--- config.mk ---
export PLATFORM = sky130hd
export DESIGN_NAME = gpio_membus_port
export DESIGN_NICKNAME = d
export VERILOG_FILES = /design/src/rtl/gpio_port_pkg.sv /design/src/rtl/port_pin_cell.sv /design/src/rtl/gpio_membus_port.sv
export SDC_FILE = /design/constraint.sdc
export NUM_CORES = 1
export LEC_CHECK = 0
export BUFFER_PORTS_ARGS = -buffer_cell sky130_fd_sc_hd__buf_2
export CAP_MARGIN = 30
export CORE_MARGIN = 3
export CORE_UTILIZATION = 48
export DETAILED_ROUTE_END_ITERATION = 6
export HOLD_SLACK_MARGIN = 0.1
export PLACE_DENSITY = 0.85
export RECOVER_POWER = 25
export SKIP_LAST_GASP = 1
export SYNTH_ARGS = -nofsm -noshare
export SYNTH_HDL_FRONTEND = slang
export SYNTH_HIERARCHICAL = 1
export SYNTH_SLANG_ARGS = --single-unit
--- constraint.sdc ---
create_clock -name pclk -period 2.5 [get_ports pclk]
set_clock_uncertainty 0.2 [all_clocks]
set_input_delay 0.5 -clock pclk [delete_from_list [all_inputs] [get_ports pclk]]
set_output_delay 0.5 -clock pclk [all_outputs]
set_load 0.02 [all_outputs]
--- src/rtl/gpio_port_pkg.sv ---
// Constants shared by the bidirectional port and its testbench.
// Assumes a 32-bit APB register bus and a single 200 MHz clock.
package gpio_port_pkg;

   ////////////////////////////////////////////////////////////////////////////
   // Port geometry.
   localparam int          PORT_WIDTH      = 8;
   localparam int          ADDR_WIDTH      = 12;
   localparam int          DATA_WIDTH      = 32;

   ////////////////////////////////////////////////////////////////////////////
   // Register byte offsets, one aligned word each.
   localparam logic [11:0] OFS_PIN_VALUE   = 12'h000;
   localparam logic [11:0] OFS_OUT_LATCH   = 12'h004;
   localparam logic [11:0] OFS_DIRECTION   = 12'h008;
   localparam logic [11:0] OFS_NEIGHBOR    = 12'h00C;
   localparam logic [11:0] OFS_MEM_CTRL    = 12'h010;

   ////////////////////////////////////////////////////////////////////////////
   // Field positions.
   localparam int          PULLUP_EN_BIT   = 5;
   localparam int          EXT_BUS_DIS_BIT = 7;

   ////////////////////////////////////////////////////////////////////////////
   // Reset values. A direction bit of one means input.
   localparam logic [7:0]  LATCH_RESET     = 8'h00;
   localparam logic [7:0]  DIR_RESET       = 8'hFF;
   localparam logic [7:0]  NEIGHBOR_RESET  = 8'h00;
   localparam logic        EXT_DIS_RESET   = 1'b1;

   ////////////////////////////////////////////////////////////////////////////
   // Pin positions of the memory bus control outputs.
   localparam int          PIN_ADDR_LATCH  = 0;
   localparam int          PIN_OUT_EN      = 1;
   localparam int          PIN_WR_LOW      = 2;
   localparam int          PIN_WR_HIGH     = 3;
   localparam int          PIN_BYTE_ADDR   = 4;
   localparam int          PIN_CHIP_EN     = 5;
   localparam int          PIN_LOW_SEL     = 6;
   localparam int          PIN_HIGH_SEL    = 7;

   ////////////////////////////////////////////////////////////////////////////
   // Register select decoded from the APB address.
   typedef enum logic [2:0] {
      SEL_PIN,
      SEL_LATCH,
      SEL_DIR,
      SEL_NEIGHBOR,
      SEL_MEM_CTRL,
      SEL_NONE
   } reg_sel_type;

endpackage : gpio_port_pkg

--- src/rtl/port_pin_cell.sv ---
// One pin of the port: chooses owner, direction and pull-up, and registers them.
// Assumes the memory bus owner flag and all inputs are synchronous to pclk.
`timescale 1ns/10ps
module port_pin_cell (
   input  wire logic pclk,          // System clock.
   input  wire logic presetn,       // Asynchronous reset, active low.
   input  wire logic membus_on,     // Memory interface owns the pin.
   input  wire logic mem_level,     // Level the memory interface wants.
   input  wire logic latch_bit,     // Output latch bit.
   input  wire logic dir_bit,       // Direction bit, one is input.
   input  wire logic pullup_shared, // Shared pull-up enable.
   output logic      pin_out,       // Registered pin drive level.
   output logic      pin_oe,        // Registered pin output enable.
   output logic      pin_pullup     // Registered weak pull-up enable.
);

   logic out_nxt;
   logic oe_nxt;
   logic pullup_nxt;

   ////////////////////////////////////////////////////////////////////////////
   // The memory interface wins over direction and latch.
   always_comb begin
      out_nxt    = membus_on ? mem_level : latch_bit;
      oe_nxt     = membus_on | ~dir_bit;
      pullup_nxt = pullup_shared & ~oe_nxt;
   end

   always_ff @(posedge pclk or negedge presetn) begin
      if (!presetn) begin
         pin_out    <= 1'b0;
         pin_oe     <= 1'b0;
         pin_pullup <= 1'b0;
      end else begin
         pin_out    <= out_nxt;
         pin_oe     <= oe_nxt;
         pin_pullup <= pullup_nxt;
      end
   end

endmodule : port_pin_cell

--- src/rtl/gpio_membus_port.sv ---
// Eight-pin bidirectional port with APB registers and memory bus override.
// Assumes APB signals and pin levels are synchronous to pclk.
//
// Operation
// - Eight pins, each able to drive and receive, form one 8-bit port.
// - Each pin owns one direction bit and one output latch bit.
// - Every pin is set as input or output independently of the others.
// - Any reset leaves every pin as a digital input.
// - Each pin has a weak pull-up; shared bit 5 cleared disables all.
// - A pin configured as output has its pull-up switched off.
// - Any reset leaves all pull-ups disabled.
// - Clearing external-bus disable bit 7 hands all pins to the memory interface.
// - Memory interface ignores direction bits and overrides latch data.
// - Pins 0..3 carry address latch, output enable, write low, write high.
// - Pins 4..7 carry byte address, chip enable, low and high byte select.
// - Writing the pin value register stores the value into the output latches.
`timescale 1ns/10ps
module gpio_membus_port (
   input  wire logic        pclk,                // System clock, 200 MHz.
   input  wire logic        presetn,             // Asynchronous reset, active low.
   input  wire logic        psel,                // APB select.
   input  wire logic        penable,             // APB enable.
   input  wire logic        pwrite,              // APB write direction.
   input  wire logic [11:0] paddr,               // APB byte address.
   input  wire logic [31:0] pwdata,              // APB write data.
   input  wire logic [3:0]  pstrb,               // APB byte strobes.
   output logic      [31:0] prdata,              // APB read data.
   output logic             pready,              // APB ready.
   output logic             pslverr,             // APB error on unmapped address.
   input  wire logic [7:0]  pin_in,              // Sampled pin levels.
   output logic      [7:0]  pin_out,             // Pin drive levels.
   output logic      [7:0]  pin_oe,              // Pin output enables, high drives.
   output logic      [7:0]  pin_pullup,          // Weak pull-up enables.
   output logic             ext_bus_active,      // Memory interface owns the pins.
   input  wire logic        mem_addr_latch,      // Address latch enable level.
   input  wire logic        mem_out_en_n,        // Output enable, active low.
   input  wire logic        write_strobe_low,    // Low byte write strobe level.
   input  wire logic        write_strobe_high,   // High byte write strobe level.
   input  wire logic        byte_addr_bit,       // Byte address bit 0.
   input  wire logic        mem_chip_en,         // Chip enable level.
   input  wire logic        low_byte_select,     // Lower byte enable level.
   input  wire logic        high_byte_select_n   // Upper byte enable, active low.
);

   ////////////////////////////////////////////////////////////////////////////
   // Register state.
   logic                       [7:0]  latch_r;
   logic                       [7:0]  dir_r;
   logic                       [7:0]  neighbor_r;
   logic                              ext_dis_r;
   logic                       [31:0] prdata_r;
   logic                       [31:0] prdata_nxt;
   gpio_port_pkg::reg_sel_type        reg_sel;
   logic                              setup_phase;
   logic                              access_phase;
   logic                              wr_en;
   logic                              membus_on;
   logic                              pullup_shared;
   logic                       [7:0]  mem_vec;

   ////////////////////////////////////////////////////////////////////////////
   // Address decode.
   always_comb begin
      case (paddr)
         gpio_port_pkg::OFS_PIN_VALUE: begin
            reg_sel = gpio_port_pkg::SEL_PIN;
         end
         gpio_port_pkg::OFS_OUT_LATCH: begin
            reg_sel = gpio_port_pkg::SEL_LATCH;
         end
         gpio_port_pkg::OFS_DIRECTION: begin
            reg_sel = gpio_port_pkg::SEL_DIR;
         end
         gpio_port_pkg::OFS_NEIGHBOR: begin
            reg_sel = gpio_port_pkg::SEL_NEIGHBOR;
         end
         gpio_port_pkg::OFS_MEM_CTRL: begin
            reg_sel = gpio_port_pkg::SEL_MEM_CTRL;
         end
         default: begin
            reg_sel = gpio_port_pkg::SEL_NONE;
         end
      endcase
   end

   // Read data is captured in the setup cycle, so the slave answers with no wait state
   // while prdata still comes from a flip-flop.
   assign setup_phase  = psel & ~penable;
   assign access_phase = psel & penable;
   assign pready       = access_phase;
   assign pslverr      = access_phase & (reg_sel == gpio_port_pkg::SEL_NONE);
   assign wr_en        = access_phase & pwrite & pstrb[0];
   assign prdata       = prdata_r;

   ////////////////////////////////////////////////////////////////////////////
   // Read multiplexer.
   always_comb begin
      prdata_nxt = 32'h0000_0000;
      case (reg_sel)
         gpio_port_pkg::SEL_PIN: begin
            prdata_nxt[7:0] = pin_in;
         end
         gpio_port_pkg::SEL_LATCH: begin
            prdata_nxt[7:0] = latch_r;
         end
         gpio_port_pkg::SEL_DIR: begin
            prdata_nxt[7:0] = dir_r;
         end
         gpio_port_pkg::SEL_NEIGHBOR: begin
            prdata_nxt[7:0] = neighbor_r;
         end
         gpio_port_pkg::SEL_MEM_CTRL: begin
            prdata_nxt[gpio_port_pkg::EXT_BUS_DIS_BIT] = ext_dis_r;
         end
         default: begin
            prdata_nxt = 32'h0000_0000;
         end
      endcase
   end

   always_ff @(posedge pclk or negedge presetn) begin
      if (!presetn) begin
         prdata_r <= 32'h0000_0000;
      end else if (setup_phase && !pwrite) begin
         prdata_r <= prdata_nxt;
      end
   end

   ////////////////////////////////////////////////////////////////////////////
   // Output latches. Both the pin value and the latch register land here, so a
   // read-modify-write of the pin value can copy input levels into the latches.
   always_ff @(posedge pclk or negedge presetn) begin
      if (!presetn) begin
         latch_r <= gpio_port_pkg::LATCH_RESET;
      end else if (wr_en && (reg_sel == gpio_port_pkg::SEL_PIN)) begin
         latch_r <= pwdata[7:0];
      end else if (wr_en && (reg_sel == gpio_port_pkg::SEL_LATCH)) begin
         latch_r <= pwdata[7:0];
      end
   end

   // Direction bank, one bit per pin.
   always_ff @(posedge pclk or negedge presetn) begin
      if (!presetn) begin
         dir_r <= gpio_port_pkg::DIR_RESET;
      end else if (wr_en && (reg_sel == gpio_port_pkg::SEL_DIR)) begin
         dir_r <= pwdata[7:0];
      end
   end

   // Neighbour register; only the shared pull-up bit steers this port.
   always_ff @(posedge pclk or negedge presetn) begin
      if (!presetn) begin
         neighbor_r <= gpio_port_pkg::NEIGHBOR_RESET;
      end else if (wr_en && (reg_sel == gpio_port_pkg::SEL_NEIGHBOR)) begin
         neighbor_r <= pwdata[7:0];
      end
   end

   // Memory bus control; the disable bit resets high so pins start as port pins.
   always_ff @(posedge pclk or negedge presetn) begin
      if (!presetn) begin
         ext_dis_r <= gpio_port_pkg::EXT_DIS_RESET;
      end else if (wr_en && (reg_sel == gpio_port_pkg::SEL_MEM_CTRL)) begin
         ext_dis_r <= pwdata[gpio_port_pkg::EXT_BUS_DIS_BIT];
      end
   end

   assign membus_on      = ~ext_dis_r;
   assign ext_bus_active = membus_on;
   assign pullup_shared  = neighbor_r[gpio_port_pkg::PULLUP_EN_BIT];

   ////////////////////////////////////////////////////////////////////////////
   // Memory interface signal placement. Levels pass through unchanged; the
   // controller owns their polarity.
   always_comb begin
      mem_vec                                = 8'h00;
      mem_vec[gpio_port_pkg::PIN_ADDR_LATCH] = mem_addr_latch;
      mem_vec[gpio_port_pkg::PIN_OUT_EN]     = mem_out_en_n;
      mem_vec[gpio_port_pkg::PIN_WR_LOW]     = write_strobe_low;
      mem_vec[gpio_port_pkg::PIN_WR_HIGH]    = write_strobe_high;
      mem_vec[gpio_port_pkg::PIN_BYTE_ADDR]  = byte_addr_bit;
      mem_vec[gpio_port_pkg::PIN_CHIP_EN]    = mem_chip_en;
      mem_vec[gpio_port_pkg::PIN_LOW_SEL]    = low_byte_select;
      mem_vec[gpio_port_pkg::PIN_HIGH_SEL]   = high_byte_select_n;
   end

   ////////////////////////////////////////////////////////////////////////////
   // Pin cells. Registering the pin drive costs one cycle of latency on memory
   // bus strobes; the controller must account for it.
   for (genvar i = 0; i < gpio_port_pkg::PORT_WIDTH; i++) begin : g_pin
      port_pin_cell u_pin (
         .pclk          (pclk),
         .presetn       (presetn),
         .membus_on     (membus_on),
         .mem_level     (mem_vec[i]),
         .latch_bit     (latch_r[i]),
         .dir_bit       (dir_r[i]),
         .pullup_shared (pullup_shared),
         .pin_out       (pin_out[i]),
         .pin_oe        (pin_oe[i]),
         .pin_pullup    (pin_pullup[i])
      );
   end
endmodule : gpio_membus_port

# Yosys cells after proc, flatten, opt, wreduce, memory -nomap -nowiden
# Index checks and enable logic that the tools add are counted.
[op_classes] muxes=13 n_eq_ne=9 bitwise_logic=39 n_reduce_logical=10
[op_table] operator="7-bit one-hot mux with 4 select lines" n=1
[op_table] operator="12-bit by 4-bit == test with 1-bit output (second input constant)" n=2
[op_table] operator="1-bit NOT" n=18
[op_table] operator="8-bit 2-to-1 mux" n=2
[op_table] operator="3-bit one-hot mux with 5 select lines" n=1
[op_table] operator="1-bit bitwise AND" n=13
[op_table] operator="12-bit by 3-bit == test with 1-bit output (second input constant)" n=1
[op_table] operator="12-bit by 5-bit == test with 1-bit output (second input constant)" n=1
[op_table] operator="12-bit logical NOT" n=1
[op_table] operator="1-bit 2-to-1 mux" n=8
[op_table] operator="1-bit OR" n=8
[op_table] operator="3-bit by 2-bit == test with 1-bit output (second input constant)" n=2
[op_table] operator="3-bit == test (second input constant)" n=2
[op_table] operator="1-bit logical AND" n=6
[op_table] operator="1-bit one-hot mux with 5 select lines" n=1
[op_table] operator="3-bit by 1-bit == test with 1-bit output (second input constant)" n=1
[op_table] operator="3-bit logical NOT" n=1
[op_table] operator="2-bit nonzero test" n=1
[op_table] operator="1-bit logical NOT" n=1
[word_totals] elab_cells=100 register_bits=57

# Longest topological paths before layout
[logic_depth] ltp_word=6 depth_mapped=6 mapped_depth_nobuf=4

# Cells and area by module
# Netlist, hierarchy kept.
[modules_own_cells] mod="gpio_membus_port" n_inst=1 cells_each=193 area_per_inst_um2=2135.8
[modules_own_cells] mod="port_pin_cell" n_inst=8 cells_each=6 area_per_inst_um2=106.4

# Worst setup path after synthesis
# Ideal clock, no wire load.
[synth_timing] path_type="input-to-output" from="in paddr[7]" to="out pslverr" path_stages=4 t_required_ps=1800 t_arrival_ps=1595 path_slack_ps=205 cell_sequence="nor4_4 > clkbuf_1 > nand4_1 > and2_1"
[synth_between] elab_chain_len=4
[synth_rtl] item="from (decl)" line_no="gpio_membus_port.sv:24" text="input wire logic [11:0] paddr,"
[synth_rtl] item="12-bit by 5-bit == test with 1-bit output, or another cell as far along" line_no="gpio_membus_port.sv:64" text="case (paddr)"
[synth_rtl] item="3-bit one-hot mux with 5 select lines *" line_no="gpio_membus_port.sv:64"
[synth_rtl] item="3-bit == test *" line_no="gpio_membus_port.sv:91" text="assign pslverr = access_phase & (reg_sel == gpio_port_pkg::SEL_NONE);"
[synth_rtl] item="1-bit bitwise AND *" line_no="gpio_membus_port.sv:91"
[synth_rtl] item="to (decl)" line_no="gpio_membus_port.sv:29" text="output logic pslverr,"
# Mark *: on every way between the ends. The rest lies on a longest branch, timed or not.

# Final worst setup path
[layout_timing] from="in paddr[5]" to="out pslverr"
# The elaborated chain is that of the path after synthesis.

==> impl_results.md <==
- Core box area: 5990 µm²
- Synth Warn #: 6
- Internal power: 1.65 mW
- Final worst path period need: roughly 2.3 ns
- Leakage power total: ~1.8 nW
- CP max FO: 16
- Max-cap violations: 0
- Worst setup SP type: input port
- Bufs on Longest Clock Path: 2
- Vias in the first global route: between 2,000 and 2,500
- Combinational share of power: under 10%
- Sum Neg Setup Slack: 0 ns
- # H-tree levels: 3
- Async S/R FF share, synth: between 90% and 100%
- Register area: ~1400 µm²
- Hpwl dp: around 4.7 mm
- Mean Syn Cell Area: 12.4 µm²
- DR iter-0 viols: 120
- WL final: a little under 7 mm
- Commonest non-fill, non-tap cells in the layout: buf_2 (75), dfrtp_1 (48), conb_1 (24), nand4_1 (23), mux2_2 (17)
- RSZ-0062 raised after global routing: no
- Netlist Area Pre-Place: 2990 µm²
- Max Slew Vio Count: 0
- Post-synth top flop: dfrtp_1
- Slew HR: about an eighth
- Initial antenna violation count: 0
- CP max stage delay: roughly 0.25 ns
- Clock sink count: 57
- Sequential fraction of design power: between 40% and 50%
- CTS tree: yes
- Final critical-path setup slack: about 0.21 ns
- Area after DPL: between 3000 and 4000 µm²
- Post-DRT Antenna Nets: 0
- Fillers: just over 500
- Total gr overflow: 0
- Layout cells sized above 1: ~47%
- Vias per cell: between 5 and 6
- Worst hold slack: ~0.18 ns
- Req. time, crit path: between 1.5 and 2 ns
- PwrDens: just under 600 nW/µm²
- Post-place setup slack: ~0.20 ns
- Die X: 84.9 µm
- Endpoint type of the worst setup path: output pin
- Ports: roughly 130
- Synth cell types: 33
- Multi-input logic area: 1380 µm²
- Post-route design area: around 3700 µm²
- Placer congestion estimate: 0.860
- Routed wire per std cell: between 15 and 20 µm
- Crit-path cells: buf_2 -> nor3_2 -> buf_4 -> nand4_1 -> and2_1 -> buf_2
- Hold Fails Final Rpt: 0
- Switching power: 0.510 mW
- FP Rows: 28
- Commonest non-fill, non-tap cell in the layout: buf_2
- Tightest Pin Transition: between 1 and 1.5 ns
- CTS root buf: clkbuf_8
- Crit path arrival time: between 1.5 and 2 ns
- Largest net degree at the start of global routing: 36
- Outcome: complete, no violations
- Setup CP Type: in2out
- Total power: 2.16 mW
- Die area: around 7200 µm²
- Sw frac: a little under a quarter
- # diodes: 0
- Reg clk slew, reported paths: 0.07 ns
- Clk_lat worst skew: between 0.3 and 0.4 ns
- First-pass GRT wire length: between 10 and 15 mm
- Vias: 2,190
- Buffers on Ports: 76
- Die H: between 80 and 90 µm
- Gr usage total: about a fifth
- CTS Buf Count: 9
- # DRC: 0
- Slowest cell on crit path: buf_4
- Cell mode on critical path: buf_2
- Synth Instances: about 240
- FMAX: roughly 440 MHz
- Area growth from synthesis to layout: 22.4%
- Hold crit path type: in2reg
- Nets: a little under 400
- Register bit count reported by yosys: between 50 and 60
- Number of synthesized flops with an enable pin: 0
- Final setup violation count: 0
- Starting Density: between 40% and 50%
- Clk pwr share: 48.5%
- Post-synthesis sequential area ratio: between 40% and 50%
- Pre-antenna DRT Iters: 4
- Crit share post-route: about nine tenths
- Maximum VDD drop: 360 µV
-- registers in the layout (all words and copies together), names as in the netlist --
signal and flops:
dir_r 8, g_pin.u_pin/pin_oe 8, g_pin.u_pin/pin_out 8, g_pin.u_pin/pin_pullup 8, latch_r 8, neighbor_r 8, prdata 8, ext_dis_r 1
-- worst paths after layout --
kind	cells after the start	startpoint	slack [ns]	endpoint
worst max-delay path	6	paddr[5]	0.21	pslverr
worst max register to register	3	ext_dis_r$_DFFE_PN1P_	0.52	g_pin[2].u_pin/pin_out$_DFF_PN0_
worst min-delay path	2	byte_addr_bit	0.18	g_pin[4].u_pin/pin_out$_DFF_PN0_
min in group asynchronous	2	presetn	0.77	g_pin[1].u_pin/pin_out$_DFF_PN0_
worst min register to register	1	dir_r[1]$_DFFE_PN1P_	0.26	g_pin[1].u_pin/pin_oe$_DFF_PN0_
max in group asynchronous	3	presetn	0.46	dir_r[5]$_DFFE_PN1P_
-- logic make-up after synthesis --
kind of cell | count (synthesis) | share of synthesized area, %
flops | 57 | 48.1
other cells | 1 | 0.126
compound gates | 18 | 5.19
simple gates | 89 | 23.5
mux | 33 | 14.5
buf+inv | 43 | 8.55
-- worst max-delay path: cells and delay by family --
family,cells,cell delay [ns]
AND/OR/NAND/NOR,3,0.59
buffers and inverters,3,0.50
-- timing repair --
| item | in CTS | in global routing |
|---|---|---|
| hold endpoints to repair | 20 | 0 |
| gates resized for setup | 0 | 0 |
| hold buffers | 1 | 0 |
| buffers inserted | 0 | 0 |
| setup endpoints to repair | 0 | 0 |
-- power groups by stage --
stage	Clock (mW)	Sequential (mW)	Combinational, mW
after detailed placement	0	0.948	0.180
final	1.05	0.931	0.180
after CTS	1.06	0.931	0.182
after floorplan	0	0.957	0.117
after global placement	0	0.948	0.176
after global routing	1.12	0.931	0.196
-- metrics by stage --
step	cells	util (%)
floorplan	264	-
global placement	387	57.0
detailed placement	387	57.0
CTS	404	61.2
global route	404	61.0
finish	404	61.0
-- final cells by class --
| cell class | instances | area share, % |
|---|---|---|
| flip-flops and latches | 57 | 39.3 |
| multi-input cells | 164 | 37.7 |
| repair buffers | 90 | 13.6 |
| clock buffers | 9 | 3.39 |
| clock inverters | 7 | 3.25 |
| well taps | 75 | 2.57 |
| inverters | 2 | 0.205 |
-- layer usage --
layer	GRT usage (%)	vias to the layer above	routed length, µm
li1	-	1041	-
met1	25.4	1063	2900
met2	31.0	79	3320
met3	6.02	7	438
met4	7.63	0	64
met5	0	-	0
-- synth_stat cells, types with 7 or more instances --
master,instances,share of area [%]
and4b_1,7,2.3
buf_4,25,6.3
nand4_1,23,4.8
and3b_2,8,2.7
mux2_4,16,8.0
nor4bb_1,14,4.7
a22o_1,8,2.3
clkbuf_1,15,1.9
nand2b_1,8,1.7
dfrtp_1,48,40
dfstp_2,9,7.9
o2111ai_1,7,2.1
nand4b_1,7,2.1
mux2_2,17,6.4
Power figures use the tool's default switching activity.
